File: config.mk
export PLATFORM = sky130hd
export DESIGN_NAME = mcie_exec
export DESIGN_NICKNAME = d
export VERILOG_FILES = /design/src/mcie_pkg.sv /design/src/mcie_exec.sv
export VERILOG_INCLUDE_DIRS = /design/src
export SDC_FILE = /design/constraint.sdc
export NUM_CORES = 1
export LEC_CHECK = 0
export BUFFER_PORTS_ARGS = -buffer_cell sky130_fd_sc_hd__buf_2
export CAP_MARGIN = 20
export CORE_AREA = 3 3 234 236
export DETAILED_ROUTE_END_ITERATION = 10
export DIE_AREA = 0 0 237 239
export SLEW_MARGIN = 20
export SYNTH_ARGS = -nofsm -noshare
export SYNTH_HDL_FRONTEND = slang
export SYNTH_SLANG_ARGS = --single-unit
File: constraint.sdc
create_clock -name clk -period 12.61 [get_ports clk]
set_input_delay 0.6305 -clock clk [delete_from_list [all_inputs] [get_ports clk]]
set_output_delay 0.6305 -clock clk [all_outputs]
set_load 0.1 [all_outputs]
File: src/mcie_map.svh
// constants for the move-class instruction executor
// Operation
// - status word opcode copies whole status longword
// - integer negate stores negative, same width
// - float negate forms decoded, negated value written
// - packed string copied using one shared length
// - privileged write loads selected internal register
// - non-kernel privileged write faults, no change
// - unimplemented register selector gives operand fault in kernel mode
// - each kernel privileged write to an implemented selector below 64 routed to per-register logic
`ifndef MCIE_MAP_SVH
`define MCIE_MAP_SVH
`define MCIE_OP_STATUS     8'hDC
`define MCIE_OP_NEG_BYTE   8'h8E
`define MCIE_OP_NEG_WORD   8'hAE
`define MCIE_OP_NEG_LONG   8'hCE
`define MCIE_OP_NEG_F      8'h52
`define MCIE_OP_NEG_D      8'h72
`define MCIE_OP_EXT        8'hFD
`define MCIE_OP_PACKED     8'h34
`define MCIE_OP_PRIV_WR    8'hDA
`define MCIE_MODE_HI       25
`define MCIE_MODE_LO       24
`define MCIE_MODE_KERNEL   2'h0
`define MCIE_FSIGN_BIT     15
`define MCIE_PREG_COUNT    64
`define MCIE_ZERO_128      128'h0
`endif

File: src/mcie_pkg.sv
// types for the move-class instruction executor
package mcie_pkg;
   typedef enum logic [2:0] {
      MCIE_IDLE = 3'b001,
      MCIE_READ = 3'b010,
      MCIE_WRITE = 3'b100
   } mcie_state_type;
endpackage : mcie_pkg

File: src/mcie_exec.sv
// move-class instruction executor: status copy, negate, packed copy, privileged write
`timescale 1ns/1ps
`include "mcie_map.svh"
module mcie_exec
   import mcie_pkg::*;
(
   // clock and reset
   input  wire logic                        clk,
   input  wire logic                        rst,
   // instruction issue from operand fetch
   input  wire logic                        issue,
   input  wire logic [7:0]                  op_code,
   input  wire logic                        op_ext_vld,
   input  wire logic [7:0]                  op_ext,
   input  wire logic [127:0]                src_val,
   input  wire logic [31:0]                 sel_val,
   input  wire logic [15:0]                 len_val,
   input  wire logic [31:0]                 src_adr,
   input  wire logic [31:0]                 dst_adr,
   input  wire logic [31:0]                 processor_status_word,
   input  wire logic                        preg_exists,
   // destination operand result
   output logic                             busy,
   output logic                             done,
   output logic                             dst_we,
   output logic [127:0]                     dst_data,
   // byte memory port
   output logic                             mem_req,
   output logic                             mem_we,
   output logic [31:0]                      mem_addr,
   output logic [7:0]                       mem_wdata,
   input  wire logic [7:0]                  mem_rdata,
   input  wire logic                        mem_ack,
   // privileged register bank
   output logic                             preg_we,
   output logic [31:0]                      preg_num,
   output logic [31:0]                      preg_wdata,
   output logic [`MCIE_PREG_COUNT-1:0]      preg_fx,
   // faults
   output logic                             fault_rsvd_instr,
   output logic                             fault_rsvd_opnd
);

   mcie_state_type                  state_q, state_d;
   logic                            done_q, dst_we_q, mem_req_q, mem_we_q, preg_we_q;
   logic [127:0]                    dst_data_q;
   logic [31:0]                     mem_addr_q, preg_num_q, preg_wdata_q;
   logic [31:0]                     src_base_q, dst_base_q;
   logic [7:0]                      mem_wdata_q;
   logic [15:0]                     idx_q, cnt_q;
   logic [`MCIE_PREG_COUNT-1:0]     preg_fx_q;
   logic                            fri_q, fro_q, busy_q;

   // opcode decode
   wire take       = issue && (state_q == MCIE_IDLE);
   wire is_fd      = op_ext_vld && (op_ext == `MCIE_OP_EXT);
   wire op_status  = take && !op_ext_vld && (op_code == `MCIE_OP_STATUS);
   wire op_nb      = take && !op_ext_vld && (op_code == `MCIE_OP_NEG_BYTE);
   wire op_nw      = take && !op_ext_vld && (op_code == `MCIE_OP_NEG_WORD);
   wire op_nl      = take && !op_ext_vld && (op_code == `MCIE_OP_NEG_LONG);
   wire op_nf      = take && !op_ext_vld && (op_code == `MCIE_OP_NEG_F);
   wire op_nd      = take && !op_ext_vld && (op_code == `MCIE_OP_NEG_D);
   wire op_ng      = take && is_fd && (op_code == `MCIE_OP_NEG_F);
   wire op_nh      = take && is_fd && (op_code == `MCIE_OP_NEG_D);
   wire op_packed  = take && !op_ext_vld && (op_code == `MCIE_OP_PACKED);
   wire op_priv    = take && !op_ext_vld && (op_code == `MCIE_OP_PRIV_WR);
   wire op_float   = op_nf || op_nd || op_ng || op_nh;

   // privilege and selector checks
   wire kernel     = processor_status_word[`MCIE_MODE_HI:`MCIE_MODE_LO] == `MCIE_MODE_KERNEL;
   wire priv_bad   = op_priv && !kernel;
   wire priv_noreg = op_priv && kernel && !preg_exists;
   wire priv_ok    = op_priv && kernel && preg_exists;

   // integer negation as twos complement
   wire [7:0]   neg_b = ~src_val[7:0] + 8'h01;
   wire [15:0]  neg_w = ~src_val[15:0] + 16'h0001;
   wire [31:0]  neg_l = ~src_val[31:0] + 32'h00000001;

   // float negation flips the sign of a nonzero operand only
   wire [127:0] fmask  = op_nf ? {96'h0, 32'hFFFFFFFF} :
                         op_nh ? {128{1'b1}} : {64'h0, {64{1'b1}}};
   wire [127:0] fsrc   = src_val & fmask;
   wire         fnz    = |fsrc;
   wire [127:0] fneg   = fnz ? (fsrc ^ (128'h1 << `MCIE_FSIGN_BIT)) : fsrc;

   // destination value selection
   wire [127:0] result = op_status ? {96'h0, processor_status_word} :
                         op_nb     ? {120'h0, neg_b} :
                         op_nw     ? {112'h0, neg_w} :
                         op_nl     ? {96'h0, neg_l} :
                         op_float  ? fneg : `MCIE_ZERO_128;
   wire         writes_dst = op_status || op_nb || op_nw || op_nl || op_float;

   // packed string byte count: digits plus sign nibble, rounded to bytes
   wire [15:0]  byte_cnt  = {1'b0, len_val[15:1]} + 16'h0001;
   wire         last_byte = (idx_q + 16'h0001) == cnt_q;

   // sequencer for the packed string copy
   always_comb begin
      state_d = state_q;
      case (state_q)
         MCIE_IDLE:  if (op_packed) state_d = MCIE_READ;
         MCIE_READ:  if (mem_ack) state_d = MCIE_WRITE;
         MCIE_WRITE: if (mem_ack) state_d = last_byte ? MCIE_IDLE : MCIE_READ;
         default:    state_d = MCIE_IDLE;
      endcase
   end

   // busy tracks the next state so the registered flag stays in step with state_q
   wire         busy_d    = state_d != MCIE_IDLE;

   // state register and registered busy flag
   always_ff @(posedge clk or posedge rst) begin
      if (rst) begin
         state_q <= MCIE_IDLE;
         busy_q  <= 1'b0;
      end else begin
         state_q <= state_d;
         busy_q  <= busy_d;
      end
   end

   // single-cycle instruction results
   always_ff @(posedge clk or posedge rst) begin
      if (rst) begin
         dst_we_q   <= 1'b0;
         dst_data_q <= `MCIE_ZERO_128;
         fri_q      <= 1'b0;
         fro_q      <= 1'b0;
      end else begin
         dst_we_q   <= writes_dst;
         if (writes_dst) dst_data_q <= result;
         fri_q      <= priv_bad;
         fro_q      <= priv_noreg;
      end
   end

   // privileged register write enable, number and data
   always_ff @(posedge clk or posedge rst) begin
      if (rst) begin
         preg_we_q    <= 1'b0;
         preg_num_q   <= 32'h0;
         preg_wdata_q <= 32'h0;
      end else begin
         preg_we_q <= priv_ok;
         if (priv_ok) begin
            preg_num_q   <= sel_val;
            preg_wdata_q <= src_val[31:0];
         end
      end
   end

   // one side-effect select per implemented register
   wire [`MCIE_PREG_COUNT-1:0]  fx_hit;
   genvar gi;
   generate
      for (gi = 0; gi < `MCIE_PREG_COUNT; gi++) begin : g_fx
         assign fx_hit[gi] = priv_ok && (sel_val == 32'(gi));
      end
   endgenerate

   // side-effect strobes registered as one word, single driver
   always_ff @(posedge clk or posedge rst) begin
      if (rst) preg_fx_q <= '0;
      else preg_fx_q <= fx_hit;
   end

   // packed copy memory traffic
   always_ff @(posedge clk or posedge rst) begin
      if (rst) begin
         mem_req_q   <= 1'b0;
         mem_we_q    <= 1'b0;
         mem_addr_q  <= 32'h0;
         mem_wdata_q <= 8'h00;
         idx_q       <= 16'h0;
         cnt_q       <= 16'h0;
         src_base_q  <= 32'h0;
         dst_base_q  <= 32'h0;
      end else begin
         case (state_q)
            MCIE_IDLE: if (op_packed) begin
               cnt_q      <= byte_cnt;
               idx_q      <= 16'h0;
               src_base_q <= src_adr;
               dst_base_q <= dst_adr;
               mem_req_q  <= 1'b1;
               mem_we_q   <= 1'b0;
               mem_addr_q <= src_adr;
            end
            MCIE_READ: if (mem_ack) begin
               mem_wdata_q <= mem_rdata;
               mem_we_q    <= 1'b1;
               mem_addr_q  <= dst_base_q + {16'h0, idx_q};
            end
            MCIE_WRITE: if (mem_ack) begin
               idx_q      <= idx_q + 16'h0001;
               mem_we_q   <= 1'b0;
               mem_req_q  <= !last_byte;
               mem_addr_q <= src_base_q + {16'h0, idx_q + 16'h0001};
            end
            default: mem_req_q <= 1'b0;
         endcase
      end
   end

   // completion pulse for every accepted instruction
   always_ff @(posedge clk or posedge rst) begin
      if (rst) done_q <= 1'b0;
      else done_q <= (take && !op_packed) ||
                     (state_q == MCIE_WRITE && mem_ack && last_byte);
   end

   assign busy             = busy_q;
   assign done             = done_q;
   assign dst_we           = dst_we_q;
   assign dst_data         = dst_data_q;
   assign mem_req          = mem_req_q;
   assign mem_we           = mem_we_q;
   assign mem_addr         = mem_addr_q;
   assign mem_wdata        = mem_wdata_q;
   assign preg_we          = preg_we_q;
   assign preg_num         = preg_num_q;
   assign preg_wdata       = preg_wdata_q;
   assign preg_fx          = preg_fx_q;
   assign fault_rsvd_instr = fri_q;
   assign fault_rsvd_opnd  = fro_q;

   // checks
   a_status_copy: assert property (@(posedge clk) disable iff (rst)
      op_status |=> dst_we && dst_data == {96'h0, $past(processor_status_word)})
      else $error("status word not copied");
   a_neg_long: assert property (@(posedge clk) disable iff (rst)
      op_nl |=> dst_we && (dst_data[31:0] + $past(src_val[31:0])) == 32'h0)
      else $error("long negate wrong");
   a_neg_byte: assert property (@(posedge clk) disable iff (rst)
      op_nb |=> dst_data[127:8] == 120'h0 && (dst_data[7:0] + $past(src_val[7:0])) == 8'h0)
      else $error("byte negate wrong");
   a_fneg_sign: assert property (@(posedge clk) disable iff (rst)
      (op_nf && src_val[31:0] != 32'h0) |=>
         dst_data[31:0] == ($past(src_val[31:0]) ^ 32'h00008000))
      else $error("float sign not flipped");
   a_user_fault: assert property (@(posedge clk) disable iff (rst)
      priv_bad |=> fault_rsvd_instr && !preg_we && preg_fx == '0)
      else $error("user privileged write not faulted");
   a_preg_load: assert property (@(posedge clk) disable iff (rst)
      priv_ok |=> preg_we && preg_num == $past(sel_val) && preg_wdata == $past(src_val[31:0]))
      else $error("privileged write lost");
   a_noreg_fault: assert property (@(posedge clk) disable iff (rst)
      priv_noreg |=> fault_rsvd_opnd && !preg_we)
      else $error("missing register not faulted");
   a_fx_route: assert property (@(posedge clk) disable iff (rst)
      (priv_ok && sel_val < 32'(`MCIE_PREG_COUNT)) |=> $onehot(preg_fx))
      else $error("side effect strobe missing");
   a_copy_first: assert property (@(posedge clk) disable iff (rst)
      op_packed |=> mem_req && !mem_we && mem_addr == $past(src_adr))
      else $error("packed copy start wrong");

endmodule : mcie_exec

* Word-level counts from Yosys, hierarchy flattened
Cells that the tools add are included.
** Storage, ports and cells
- Register bits after elaboration :: 403
- Bits in latches :: 0
- RAM bits :: 0
- Bits in read-only memories :: 0
- Output and inout port bits :: 304
- Word-level logic and storage cells :: 247
- Memories kept :: 0
** Cells by class
- Add/sub/neg operators :: 7
- Multiply operators :: 0
- Divide/modulo/power cells :: 0
- Magnitude comparators :: 0
- Equality and inequality tests :: 80
- Shift operators :: 0
- Muxes and demuxes :: 27
- Bitwise logic cells :: 6
- Reduce and logical (&&, ||, !) cells :: 108
** Operator list (count)
- $eq A32 B6 Y1 const B :: 32
- $mux W128 :: 7
- $eq A32 B5 Y1 const B :: 16
- $eq A32 B4 Y1 const B :: 8
- $and A128 B128 Y128 :: 1
- $eq A32 B3 Y1 const B :: 4
- $reduce_or A128 Y1 :: 1
- $mux W32 :: 3
- $pmux W32 S3 :: 1
- $logic_and A1 B1 Y1 :: 85
- $add A32 B16 Y32 :: 2
- $eq A32 B2 Y1 const B :: 2
- $eq A8 B8 Y1 const B :: 6
- $mux W16 :: 3
- $add A16 B1 Y16 const B :: 2
- $add A32 B1 Y32 const B :: 1
- $eq A32 B1 Y1 const B :: 1
- $logic_not A32 Y1 :: 1
- $not A32 Y32 :: 1
- $pmux W16 S2 :: 1
- $add A15 B1 Y16 const B :: 1
- $eq A16 B16 Y1 :: 1
- $eq A8 B7 Y1 const B :: 2
- $not A16 Y16 :: 1
- other kinds (22) :: 45

* Depth between registers and ports, before layout
Gate-level depths: netlist of run 1.
- Depth in word-level cells :: 14
- Gate-level depth with buffers :: 16
- Gate-level depth less buffers :: 14

* Worst setup path after synthesis of run 1
Ideal clock, no wire load.
- Path type :: register to register
- Start :: register idx_q[0]
- End :: register mem_addr_q[24], in the netlist mem_addr[24]
- Setup time :: 0.078 ns
- Arrival :: 3.447 ns
- Data required time :: 12.532 ns
- Setup slack :: 9.086 ns
- Stages on the path, launching flop included :: 16
- Clock period less this slack :: 3.524 ns
- Path through :: dfrtp_1 > ha_1 > nand4_1 > or3_1 > xor2_1 > inv_1 > ha_1 > o211ai_1 > nor3_1 > o21ai_1 > o21ai_1 > a41oi_1 > clkbuf_1 > or4_1 > and3_1 > a21oi_1
** Between the ends
- Word-level cells in the longest chain between the ends :: 4
- Elaborated cells on any way between the ends :: 6
- Those cells by class :: add/sub: 3; mux: 3
** Ends and longest elaborated chain
- start, declared :: line mcie_exec.sv:50 : logic [15:0] idx_q, cnt_q;
- start signal, assigned :: line mcie_exec.sv:197 : idx_q <= idx_q + 16'h0001;
- $add A16 B1 Y16 :: line mcie_exec.sv:200 : mem_addr_q <= src_base_q + {16'h0, idx_q + 16'h0001};
- $add A32 B16 Y32 :: line mcie_exec.sv:200
- $mux W32 :: line mcie_exec.sv:196 : MCIE_WRITE: if (mem_ack) begin
- $pmux W32 S3 (*) :: line mcie_exec.sv:181 : case (state_q)
- end signal, assigned :: line mcie_exec.sv:189 : mem_addr_q <= src_adr;
- end signal, assigned :: line mcie_exec.sv:194 : mem_addr_q <= dst_base_q + {16'h0, idx_q};
- end signal, assigned :: line mcie_exec.sv:200
- end, declared :: line mcie_exec.sv:47 : logic [31:0] mem_addr_q, preg_num_q, preg_wdata_q;
Mark *: on every way between the ends. The rest lies on a longest branch, timed or not. The select of a mux whose other input is x is not followed.
A chain may end at the register's enable or synchronous reset.

* Worst setup path after layout of run 1
- Start :: register idx_q[0]
- End :: register mem_addr_q[17], in the netlist mem_addr[17]
Same word-level chain as after synthesis.

==> report_table.html, run 1 <==
<table>
<tr><th>Metric</th><th>Value</th></tr>
<tr><th colspan="2">Outcome</th></tr>
<tr><td>Result of the run</td><td>complete, no violations</td></tr>
<tr><th colspan="2">Logic synthesis</th></tr>
<tr><td>Number of flops mapped to enable cells by yosys</td><td>0</td></tr>
<tr><td>Commonest cells in the synthesized netlist</td><td>nand2_1, dfrtp_1, nor2_1</td></tr>
<tr><td>Proportion of netlist area held by the largest area contributor</td><td>51.3%</td></tr>
<tr><td>Multiplexer fraction of the synthesized cell area</td><td>0.510%</td></tr>
<tr><td>Flip-flop cell with the highest count after synthesis</td><td>dfrtp_1</td></tr>
<tr><td>Xor/xnor share of the synthesized area</td><td>3.49%</td></tr>
<tr><td>Post-synth top area cell</td><td>dfrtp_1</td></tr>
<tr><td>Share of synthesized flip-flops with an asynchronous set or reset</td><td>between 90% and 100%</td></tr>
<tr><td>Proportion of synthesized chip area in sequential cells</td><td>51.4%</td></tr>
<tr><td>Compound-gate portion of the synthesized area</td><td>14.5%</td></tr>
<tr><td>Most instantiated library cell after synthesis</td><td>nand2_1</td></tr>
<tr><td>Adder-cell area share of the yosys netlist</td><td>~2.4%</td></tr>
<tr><td>Gate count after technology mapping</td><td>between 2k and 2.5k</td></tr>
<tr><td>Number of flip-flops and latches in the synthesized netlist</td><td>403</td></tr>
<tr><td>Syn Std Cell Area</td><td>approximately 0.020 mm2</td></tr>
<tr><td>Number of warnings printed during yosys synthesis</td><td>0</td></tr>
<tr><td>Simple logic cell fraction of the synthesized area</td><td>approximately a quarter</td></tr>
<tr><td>Area contributors post-synth</td><td>dfrtp_1, nand2_1, nor2_1, a22oi_1, a21oi_1</td></tr>
<tr><td>Mapped Nets</td><td>~2.5k</td></tr>
<tr><td>Largest family of logic cells by synthesized area</td><td>simple AND/OR/NAND/NOR gates</td></tr>
<tr><td>Mapped Avg Cell Area</td><td>8.99 um2</td></tr>
<tr><td>Number of distinct library cells after synthesis</td><td>80</td></tr>
<tr><th colspan="2">Global routing</th></tr>
<tr><td>Global-route usage over all layers</td><td>about a quarter</td></tr>
<tr><td>Aggregate global routing overflow</td><td>0</td></tr>
<tr><td>Initial antenna violation count</td><td>22</td></tr>
<tr><td>Maximum number of pins on one net before global-route repair</td><td>142</td></tr>
<tr><td>Vias in the first global route</td><td>between 15k and 20k</td></tr>
<tr><td>Global-route wire length before repair</td><td>roughly 110 mm</td></tr>
<tr><th colspan="2">Timing</th></tr>
<tr><td>Final worst path period need</td><td>4.49 ns</td></tr>
<tr><td>Final hold vios</td><td>0</td></tr>
<tr><td>Maximum clock rate</td><td>roughly 220 MHz</td></tr>
<tr><td>Slew of the pin with the lowest slew margin</td><td>1.12 ns</td></tr>
<tr><td>Tightest hold margin</td><td>0.0237 ns</td></tr>
<tr><td>Part of the cycle the worst path needs</td><td>35.6%</td></tr>
<tr><td>Final count of pins violating max slew</td><td>0</td></tr>
<tr><td>Worst-case headroom to the max-slew limit</td><td>approximately a quarter</td></tr>
<tr><td>Setup TNS after final layout</td><td>0 ns</td></tr>
<tr><td>Final Skew</td><td>about 0.025 ns</td></tr>
<tr><td>RSZ-0062 raised after global routing</td><td>false</td></tr>
<tr><td>Setup-failing EPs final</td><td>0</td></tr>
<tr><th colspan="2">Routing</th></tr>
<tr><td>Number of nets with antenna violations after detailed routing</td><td>0</td></tr>
<tr><td>Routed WL</td><td>74.9 mm</td></tr>
<tr><td>Routed via count divided by cell count</td><td>5.44</td></tr>
<tr><td>Number of design rule violations left after detail routing</td><td>0</td></tr>
<tr><td>Number of DRC markers after the initial detailed-route iteration</td><td>1,303</td></tr>
<tr><td>Number of optimization iterations in the first detailed-route pass</td><td>5</td></tr>
<tr><td>DR WL/cell</td><td>21.6 um</td></tr>
<tr><td>Total met3 wirelength after detailed routing</td><td>6.30 mm</td></tr>
<tr><td>Met2 wire len</td><td>36.9 mm</td></tr>
<tr><td>Uppermost metal layer occupied by signal nets</td><td>met5</td></tr>
<tr><td>Length of routed wiring on met1</td><td>29.3 mm</td></tr>
<tr><td>Via count</td><td>about 19k</td></tr>
<tr><th colspan="2">Pwr</th></tr>
<tr><td>Clock network fraction of total power</td><td>between 40% and 50%</td></tr>
<tr><td>Int Power</td><td>0.00230 W</td></tr>
<tr><td>Switching share of power</td><td>approximately 29%</td></tr>
<tr><td>Portion of total power attributed to sequential cells</td><td>41.9%</td></tr>
<tr><td>Leakage power figure</td><td>13.2 nW</td></tr>
<tr><td>Power share of the combinational group</td><td>around 13%</td></tr>
<tr><td>Power density over the cells</td><td>129 mW/mm2</td></tr>
<tr><td>Power after layout</td><td>0.00322 W</td></tr>
<tr><td>Reported net switching power</td><td>0.000922 W</td></tr>
<tr><td>Worst-case vdd ir drop</td><td>0.103 mV</td></tr>
<tr><th colspan="2">Run</th></tr>
<tr><td>Max Cap Violations</td><td>0</td></tr>
<tr><th colspan="2">Critical path</th></tr>
<tr><td>Critical path class</td><td>flop to flop</td></tr>
<tr><td>Critical path required time</td><td>between 10 and 15 ns</td></tr>
<tr><td>Capture point of the worst reg-to-reg path</td><td>mem_addr[17]</td></tr>
<tr><td>CP startpoint kind</td><td>flop</td></tr>
<tr><td>Capturing element type of the critical path</td><td>flop</td></tr>
<tr><td>Register-to-Register Setup Slack</td><td>roughly 8.1 ns</td></tr>
<tr><td>Highest fanout seen on the critical path</td><td>8</td></tr>
<tr><td>Logic depth of the worst register-to-register path</td><td>13</td></tr>
<tr><td>Reg-to-reg startpoint</td><td>idx_q[0]</td></tr>
<tr><td>CP Data Arrival Time</td><td>4.97 ns</td></tr>
<tr><th colspan="2">Layout</th></tr>
<tr><td>Area delta synth-&gt;final</td><td>27.4%</td></tr>
<tr><td>Post-layout util</td><td>47.5%</td></tr>
<tr><td>Number of nets at the end of the flow</td><td>about 3.1k</td></tr>
<tr><td>Number of fillers in the final layout</td><td>5,116</td></tr>
<tr><td>Ratio of cells with drive above 1 in the final layout</td><td>27.2%</td></tr>
<tr><th colspan="2">Clocking</th></tr>
<tr><td>CTS tree</td><td>yes</td></tr>
<tr><td>CTS clk-pin slew, worst paths</td><td>~0.06 ns</td></tr>
<tr><td>Total number of clock tree sinks</td><td>403</td></tr>
<tr><td>Master cell of the clock root buffer</td><td>clkbuf_16</td></tr>
<tr><td>Worst-Skew Late Latency</td><td>about 0.60 ns</td></tr>
<tr><td>Number of buffers inserted by hold repair at cts</td><td>0</td></tr>
<tr><td>H-tree level count</td><td>2</td></tr>
<tr><td>Buffers from clock root to sink, at most</td><td>3</td></tr>
<tr><td>Cells resized by post-CTS repair</td><td>0</td></tr>
<tr><td>Total clock buffers created by CTS</td><td>47</td></tr>
<tr><td>Post-CTS setup-driven buffer insertion count</td><td>0</td></tr>
<tr><th colspan="2">Floorplan</th></tr>
<tr><td>Die width</td><td>237 um</td></tr>
<tr><td>Area of the core</td><td>0.0527 mm2</td></tr>
<tr><td>Number of ports placed on the die boundary</td><td>606</td></tr>
<tr><td>Starting density of the core</td><td>around 37%</td></tr>
<tr><td>Die Outline Area</td><td>about 0.057 mm2</td></tr>
<tr><td>Cell Rows</td><td>84</td></tr>
<tr><td>Chip Height</td><td>239 um</td></tr>
<tr><th colspan="2">Placement</th></tr>
<tr><td>Quantity of I/O buffers inserted on ports</td><td>604</td></tr>
<tr><td>Half-perimeter wire length after detailed placement</td><td>55.7 mm</td></tr>
<tr><td>Routability congestion estimate</td><td>0.924</td></tr>
<tr><th colspan="2">Worst hold path</th></tr>
<tr><td>HP Class</td><td>primary input to asynchronous set/reset pin</td></tr>
</table>
[worst max path at each step]
stage / startpoint / end / slack, ns / cells after the start
final: idx_q[0] / mem_addr[17] / 8.12 / 13
after global routing: idx_q[0] / mem_addr[30] / 7.89 / 14
after CTS: idx_q[0] / mem_addr[24] / 8.05 / 14
after detailed placement: idx_q[0] / mem_addr[24] / 8.09 / 14
after global placement: idx_q[0] / mem_addr[24] / 8.10 / 14
after floorplan: rst / busy / 0.77 / 1
[cells by family (layout without fill, tap and decap cells)]
kind of cell / after synthesis / after routing
AO/OA/AOI/OAI: 435 / 435
other: 0 / 12
adder cells (fa/ha/maj): 37 / 37
buffers and inverters: 157 / 747
XOR/XNOR: 75 / 75
multiplexers: 9 / 9
flip-flops: 403 / 403
AND/OR/NAND/NOR: 1066 / 1066
[layer usage]
metal,vias to the layer above,global-route usage (%)
met1,9243,31.1
met2,733,42.5
li1,8771,-
met5,-,0
met3,147,6.76
met4,6,9.20
[cell usage in the layout (no fill, tap or decap), types with 24 or more instances in the layout]
cell       instances
nor2_1           206
nand2_1          524
nor3_1            62
a22oi_1           82
nand3_1           87
clkbuf_16         47
a21oi_1          109
xor2_1            29
inv_1             29
dfrtp_1          402
nor4_1            43
buf_2            604
and3_1            24
o21ai_0           80
xnor2_1           44
ha_1              35
a221oi_1          24
[sequential cells by signal (all words and copies together) (netlist names)]
signal	count
idx_q	16
mem_wdata	8
fault_rsvd_opnd	1
dst_base_q	32
mem_addr	32
dst_we	1
busy	1
preg_we	1
fault_rsvd_instr	1
dst_data	128
done	1
mem_req	1
cnt_q	16
src_base_q	32
preg_num	32
preg_fx	64
mem_we	1
preg_wdata	32
state_q	3
[stage by stage]
stage	setup slack, ns	cells	instance area [um2]
2_1_floorplan	0.772	2182	19600
3_3_place_gp	8.10	3370	23200
3_5_place_dp	8.09	3370	23200
4_1_cts	8.05	3456	24900
5_1_grt	7.89	3469	25000
6_report	8.12	3472	25000
[worst max-delay path, cell delays in order (launching register included)]
cell and delay (ns):
dfrtp_1 0.51, ha_1 0.31, nand4_1 0.23, or4_1 0.63
xnor2_1 0.39, ha_1 0.37, a21o_1 0.20, a21o_1 0.18
a21oi_1 0.22, nor2b_1 0.35, a21oi_1 0.32, xor2_1 0.23
a221oi_1 0.30, a21oi_1 0.11
[power groups by stage]
stage / Clock (W) / Combinational [W] / Sequential (W)
finish: 0.00146 / 0.000411 / 0.00135
global route: 0.00155 / 0.000435 / 0.00135
CTS: 0.00149 / 0.000412 / 0.00135
detailed placement: 0 / 0.000411 / 0.00137
global placement: 0 / 0.000407 / 0.00137
floorplan: 0 / 0.0000795 / 0.00156
[cell type report]
class | instances | area, um2 | share of cell area, %
diodes | 12 | 30.0 | 0.120
flip-flops and latches | 403 | 10100 | 40.4
repair buffers | 630 | 3260 | 13.1
inverters | 31 | 124 | 0.496
clock inverters | 25 | 327 | 1.31
clock buffers | 61 | 1330 | 5.32
well taps | 688 | 861 | 3.44
multi-input cells | 1622 | 8980 | 35.9
(Power assumes the default switching activity.)
==> run 2, diff against run 1 <==
--- a/config.mk
+++ b/config.mk
@@ -6,11 +6,12 @@
 export SDC_FILE = /design/constraint.sdc
 export NUM_CORES = 1
 export LEC_CHECK = 0
+export ABC_AREA = 1
 export BUFFER_PORTS_ARGS = -buffer_cell sky130_fd_sc_hd__buf_2
 export CAP_MARGIN = 20
-export CORE_AREA = 3 3 234 236
+export CORE_AREA = 3 3 233 235
 export DETAILED_ROUTE_END_ITERATION = 10
-export DIE_AREA = 0 0 237 239
+export DIE_AREA = 0 0 236 238
 export SLEW_MARGIN = 20
 export SYNTH_ARGS = -nofsm -noshare
 export SYNTH_HDL_FRONTEND = slang
==> constraint.sdc (replaced) <==
create_clock -name clk -period 4.53 [get_ports clk]
set_input_delay 0.2265 -clock clk [delete_from_list [all_inputs] [get_ports clk]]
set_output_delay 0.2265 -clock clk [all_outputs]
set_load 0.1 [all_outputs]
==> report_table.html, run 2 <==
<table>
<tr><th>Metric</th><th>Value</th></tr>
<tr><th colspan="2">Outcome</th></tr>
<tr><td>Result of the run</td><td>complete, no violations (unchanged)</td></tr>
<tr><th colspan="2">Logic synthesis</th></tr>
<tr><td>Number of distinct library cells after synthesis</td><td>63 (was 80)</td></tr>
<tr><td>Post-synth top area cell</td><td>dfrtp_1 (unchanged)</td></tr>
<tr><td>Number of flops mapped to enable cells by yosys</td><td>0 (unchanged)</td></tr>
<tr><td>Commonest cells in the synthesized netlist</td><td>nand2_1, dfrtp_1, inv_1 (was nand2_1, dfrtp_1, nor2_1)</td></tr>
<tr><td>Mapped Nets</td><td>2,761 (was 2,521)</td></tr>
<tr><td>Flip-flop cell with the highest count after synthesis</td><td>dfrtp_1 (unchanged)</td></tr>
<tr><td>Most instantiated library cell after synthesis</td><td>nand2_1 (unchanged)</td></tr>
<tr><td>Area contributors post-synth</td><td>dfrtp_1, nand2_1, o21ai_0, inv_1, nor2_1 (was dfrtp_1, nand2_1, nor2_1, a22oi_1, a21oi_1)</td></tr>
<tr><td>Proportion of synthesized chip area in sequential cells</td><td>49.9% (was 51.4%)</td></tr>
<tr><td>Number of flip-flops and latches in the synthesized netlist</td><td>403 (unchanged)</td></tr>
<tr><td>Number of warnings printed during yosys synthesis</td><td>0 (unchanged)</td></tr>
<tr><td>Syn Std Cell Area</td><td>0.0202 mm2 (was 0.0196 mm2)</td></tr>
<tr><td>Share of synthesized flip-flops with an asynchronous set or reset</td><td>100% (unchanged)</td></tr>
<tr><td>Proportion of netlist area held by the largest area contributor</td><td>49.7% (was 51.3%)</td></tr>
<tr><td>Mapped Avg Cell Area</td><td>8.35 um2 (was 8.99 um2)</td></tr>
<tr><td>Gate count after technology mapping</td><td>2,422 (was 2,182)</td></tr>
<tr><th colspan="2">Layout</th></tr>
<tr><td>Ratio of cells with drive above 1 in the final layout</td><td>23.5% (was 27.2%)</td></tr>
<tr><td>Commonest cells after routing, fill and taps aside</td><td>buf_2, nand2_1, dfrtp_1 (unchanged)</td></tr>
<tr><td>Largest register FFs</td><td>128 (unchanged)</td></tr>
<tr><td>Final std cell area, no fill</td><td>0.0284 mm2 (was 0.0250 mm2)</td></tr>
<tr><td>Area delta synth-&gt;final</td><td>40.4% (was 27.4%)</td></tr>
<tr><td>Most frequent standard cell in the layout excluding fill and tap cells</td><td>buf_2 (unchanged)</td></tr>
<tr><td>Post-layout util</td><td>54.2% (was 47.5%)</td></tr>
<tr><td>Number of nets at the end of the flow</td><td>3,619 (was 3,074)</td></tr>
<tr><td>Number of fillers in the final layout</td><td>4,826 (was 5,116)</td></tr>
<tr><th colspan="2">Routing</th></tr>
<tr><td>DR WL/cell</td><td>20.5 um (was 21.6 um)</td></tr>
<tr><td>Number of nets with antenna violations after detailed routing</td><td>0 (unchanged)</td></tr>
<tr><td>Via count</td><td>21.1k (was 18.9k)</td></tr>
<tr><td>Number of DRC markers after the initial detailed-route iteration</td><td>1,609 (was 1,303)</td></tr>
<tr><td>Routed WL</td><td>82.3 mm (was 74.9 mm)</td></tr>
<tr><td>Number of design rule violations left after detail routing</td><td>0 (unchanged)</td></tr>
<tr><td>Number of optimization iterations in the first detailed-route pass</td><td>8 (was 5)</td></tr>
<tr><td>Routed via count divided by cell count</td><td>5.27 (was 5.44)</td></tr>
<tr><th colspan="2">Pwr</th></tr>
<tr><td>Power density over the cells</td><td>394 mW/mm2 (was 129 mW/mm2)</td></tr>
<tr><td>Int Power</td><td>0.00712 W (was 0.00230 W)</td></tr>
<tr><td>Power share of the combinational group</td><td>26.3% (was 12.8%)</td></tr>
<tr><td>Power after layout</td><td>0.0112 W (was 0.00322 W)</td></tr>
<tr><td>Clock network fraction of total power</td><td>38.0% (was 45.4%)</td></tr>
<tr><td>Worst-case vdd ir drop</td><td>0.406 mV (was 0.103 mV)</td></tr>
<tr><td>Portion of total power attributed to sequential cells</td><td>35.7% (was 41.9%)</td></tr>
<tr><td>Reported net switching power</td><td>0.00409 W (was 0.000922 W)</td></tr>
<tr><td>Leakage power figure</td><td>15.0 nW (was 13.2 nW)</td></tr>
<tr><td>Switching share of power</td><td>36.5% (was 28.6%)</td></tr>
<tr><th colspan="2">Placement</th></tr>
<tr><td>Half-perimeter wire length after detailed placement</td><td>61.3 mm (was 55.7 mm)</td></tr>
<tr><td>Area post-placement</td><td>0.0239 mm2 (was 0.0232 mm2)</td></tr>
<tr><td>Routability congestion estimate</td><td>0.961 (was 0.924)</td></tr>
<tr><td>Worst slack at placement</td><td>0.534 ns (was 8.09 ns)</td></tr>
<tr><td>Quantity of I/O buffers inserted on ports</td><td>604 (unchanged)</td></tr>
<tr><th colspan="2">Run</th></tr>
<tr><td>Max Cap Violations</td><td>0 (unchanged)</td></tr>
<tr><th colspan="2">Critical path</th></tr>
<tr><td>Critical path's largest stage delay</td><td>0.76 ns (was 0.63 ns)</td></tr>
<tr><td>Highest fanout seen on the critical path</td><td>6 (was 8)</td></tr>
<tr><td>Critical path required time</td><td>5.00 ns (was 13.08 ns)</td></tr>
<tr><td>Capturing element type of the critical path</td><td>flop (unchanged)</td></tr>
<tr><td>Delay-heaviest family, CP</td><td>simple AND/OR/NAND/NOR gates (was compound AO/OA/AOI/OAI gates)</td></tr>
<tr><td>Logic depth of the worst register-to-register path</td><td>18 (was 13)</td></tr>
<tr><td>Cell-by-cell trace of the critical path</td><td>ha_1, nand3_1, nor3_1, nand3_1, nor3_1, nand2_1, nand2_1, inv_1, ha_1, a21oi_1, o21ai_0, a21oi_1, o21ai_0, nand4_1, nand3_1, nand2_1, o21ai_0, inv_1 (was ha_1, nand4_1, or4_1, xnor2_1, ha_1, a21o_1, a21o_1, a21oi_1, nor2b_1, a21oi_1, xor2_1, a221oi_1, a21oi_1)</td></tr>
<tr><td>Reg-to-reg startpoint</td><td>idx_q[1] (was idx_q[0])</td></tr>
<tr><td>Worst-path cell with the longest stage delay</td><td>o21ai_0 (was or4_1)</td></tr>
<tr><td>Total buffers and inverters traversed by the critical path</td><td>2 (was 0)</td></tr>
<tr><td>Capture point of the worst reg-to-reg path</td><td>mem_addr[27] (was mem_addr[17])</td></tr>
<tr><td>Register-to-Register Setup Slack</td><td>0.46 ns (was 8.12 ns)</td></tr>
<tr><td>Critical path class</td><td>flop to flop (unchanged)</td></tr>
<tr><td>CP Data Arrival Time</td><td>4.54 ns (was 4.97 ns)</td></tr>
<tr><td>CP startpoint kind</td><td>flop (unchanged)</td></tr>
<tr><th colspan="2">Timing</th></tr>
<tr><td>RSZ-0062 raised after global routing</td><td>false (unchanged)</td></tr>
<tr><td>Setup-failing EPs final</td><td>0 (unchanged)</td></tr>
<tr><td>Maximum clock rate</td><td>246 MHz (was 223 MHz)</td></tr>
<tr><td>Final worst path period need</td><td>4.07 ns (was 4.49 ns)</td></tr>
<tr><td>Final hold vios</td><td>0 (unchanged)</td></tr>
<tr><td>Slew of the pin with the lowest slew margin</td><td>1.13 ns (was 1.12 ns)</td></tr>
<tr><td>Final setup slack of the worst path</td><td>0.461 ns (was 8.12 ns)</td></tr>
<tr><td>Part of the cycle the worst path needs</td><td>89.8% (was 35.6%)</td></tr>
<tr><td>Final Skew</td><td>0.0123 ns (was 0.0254 ns)</td></tr>
<tr><td>Worst-case headroom to the max-slew limit</td><td>24.8% (about the same)</td></tr>
<tr><td>Setup TNS after final layout</td><td>0 ns (unchanged)</td></tr>
<tr><td>Final count of pins violating max slew</td><td>0 (unchanged)</td></tr>
<tr><th colspan="2">Worst hold path</th></tr>
<tr><td>HP Class</td><td>primary input to flop (was primary input to asynchronous set/reset pin)</td></tr>
<tr><td>Hold Path Depth</td><td>3</td></tr>
<tr><td>Hold Path Sink</td><td>preg_wdata[7]</td></tr>
<tr><td>Hold path start</td><td>src_val[7]</td></tr>
<tr><th colspan="2">Clocking</th></tr>
<tr><td>Total clock buffers created by CTS</td><td>46 (was 47)</td></tr>
<tr><td>Cells resized by post-CTS repair</td><td>0 (unchanged)</td></tr>
<tr><td>Post-CTS setup-driven buffer insertion count</td><td>0 (unchanged)</td></tr>
<tr><td>CTS tree</td><td>yes (unchanged)</td></tr>
<tr><td>Master cell of the clock root buffer</td><td>clkbuf_16 (unchanged)</td></tr>
<tr><td>CTS clk-pin slew, worst paths</td><td>0.06 ns (about the same)</td></tr>
<tr><td>Worst-Skew Late Latency</td><td>0.59 ns (was 0.60 ns)</td></tr>
<tr><td>Buffers from clock root to sink, at most</td><td>3 (unchanged)</td></tr>
<tr><td>Total number of clock tree sinks</td><td>403 (unchanged)</td></tr>
<tr><td>H-tree level count</td><td>2 (unchanged)</td></tr>
<tr><th colspan="2">Global routing</th></tr>
<tr><td>Global-route wire length before repair</td><td>124 mm (was 112 mm)</td></tr>
<tr><td>Global-route usage over all layers</td><td>28.2% (was 25.2%)</td></tr>
<tr><td>Initial antenna violation count</td><td>5 (was 22)</td></tr>
<tr><td>Maximum number of pins on one net before global-route repair</td><td>179 (was 142)</td></tr>
<tr><td>Vias in the first global route</td><td>20.7k (was 18.6k)</td></tr>
<tr><td>Aggregate global routing overflow</td><td>0 (unchanged)</td></tr>
<tr><th colspan="2">Floorplan</th></tr>
<tr><td>Die Outline Area</td><td>0.0562 mm2 (was 0.0566 mm2)</td></tr>
<tr><td>Die width</td><td>236 um (was 237 um)</td></tr>
<tr><td>Cell Rows</td><td>84 (unchanged)</td></tr>
<tr><td>Area of the core</td><td>0.0524 mm2 (was 0.0527 mm2)</td></tr>
<tr><td>Number of ports placed on the die boundary</td><td>606 (unchanged)</td></tr>
<tr><td>Starting density of the core</td><td>38.6% (was 37.3%)</td></tr>
<tr><td>Chip Height</td><td>238 um (was 239 um)</td></tr>
</table>
-- run 2: final cells by class --
type / count / area (um2) / share of cell area (%)
Sequential cell: 403 / 10100 / 35.5
Multi-Input combinational cell: 1684 / 8820 / 31.0
Timing Repair Buffer: 895 / 5960 / 21.0
Clock buffer: 60 / 1320 / 4.66
Inverter: 250 / 942 / 3.32
Tap cell: 688 / 861 / 3.03
Clock inverter: 23 / 418 / 1.47
Antenna cell: 2 / 5.00 / 0.0176
-- run 2: cells by family after synthesis --
logic type	synth area share [%]
simple gates	22.9
fa+ha+maj	2.36
flops	49.9
xor+xnor	1.69
compound gates	16.0
mux	0.445
buf+inv	6.74
-- run 2: routing by layer --
layer | vias up | share of wire (%) | track usage (%)
met4 | 8 | 4.6 | 11.7
met5 | - | 0.052 | 0
met3 | 186 | 6.1 | 4.90
met2 | 826 | 49 | 48.5
li1 | 9873 | - | -
met1 | 10200 | 40 | 35.1
-- run 2: power by group through the flow --
stage	registers, W	logic [W]	clock network [W]
after global routing	0.00403	0.00309	0.00447
after floorplan	0.00561	0.000530	0
after detailed placement	0.00406	0.00274	0
after global placement	0.00406	0.00273	0
after CTS	0.00400	0.00295	0.00433
final	0.00400	0.00295	0.00425
-- run 2: timing repair --
action	CTS	global route
hold buffers	274	0
hold endpoints to repair	380	0
endpoints found under the setup margin	0	0
-- run 2: through the flow --
step	hold slack [ns]	cells
global placement	0.191	3646
finish	0.0291	4005
CTS	0.00118	4003
global route	0.0171	4004
detailed placement	0.189	3646
floorplan	0.297	2422
-- run 2: how the worst max path moves through the flow --
| stage | cells past startpoint | endpoint | start | slack, ns |
|---|---|---|---|---|
| CTS | 18 | mem_addr[27] | idx_q[1] | 0.52 |
| finish | 18 | mem_addr[27] | idx_q[1] | 0.46 |
| detailed placement | 18 | mem_addr[27] | idx_q[1] | 0.53 |
| global route | 18 | mem_addr[27] | idx_q[1] | 0.07 |
| global placement | 18 | mem_addr[27] | idx_q[1] | 0.65 |
| floorplan | 1 | busy | rst | -1.12 |
-- run 2: tightest hold or removal path, cell delays in order --
cell,delay [ns]
buf_2,0.07
inv_1,0.09
o21ai_0,0.18
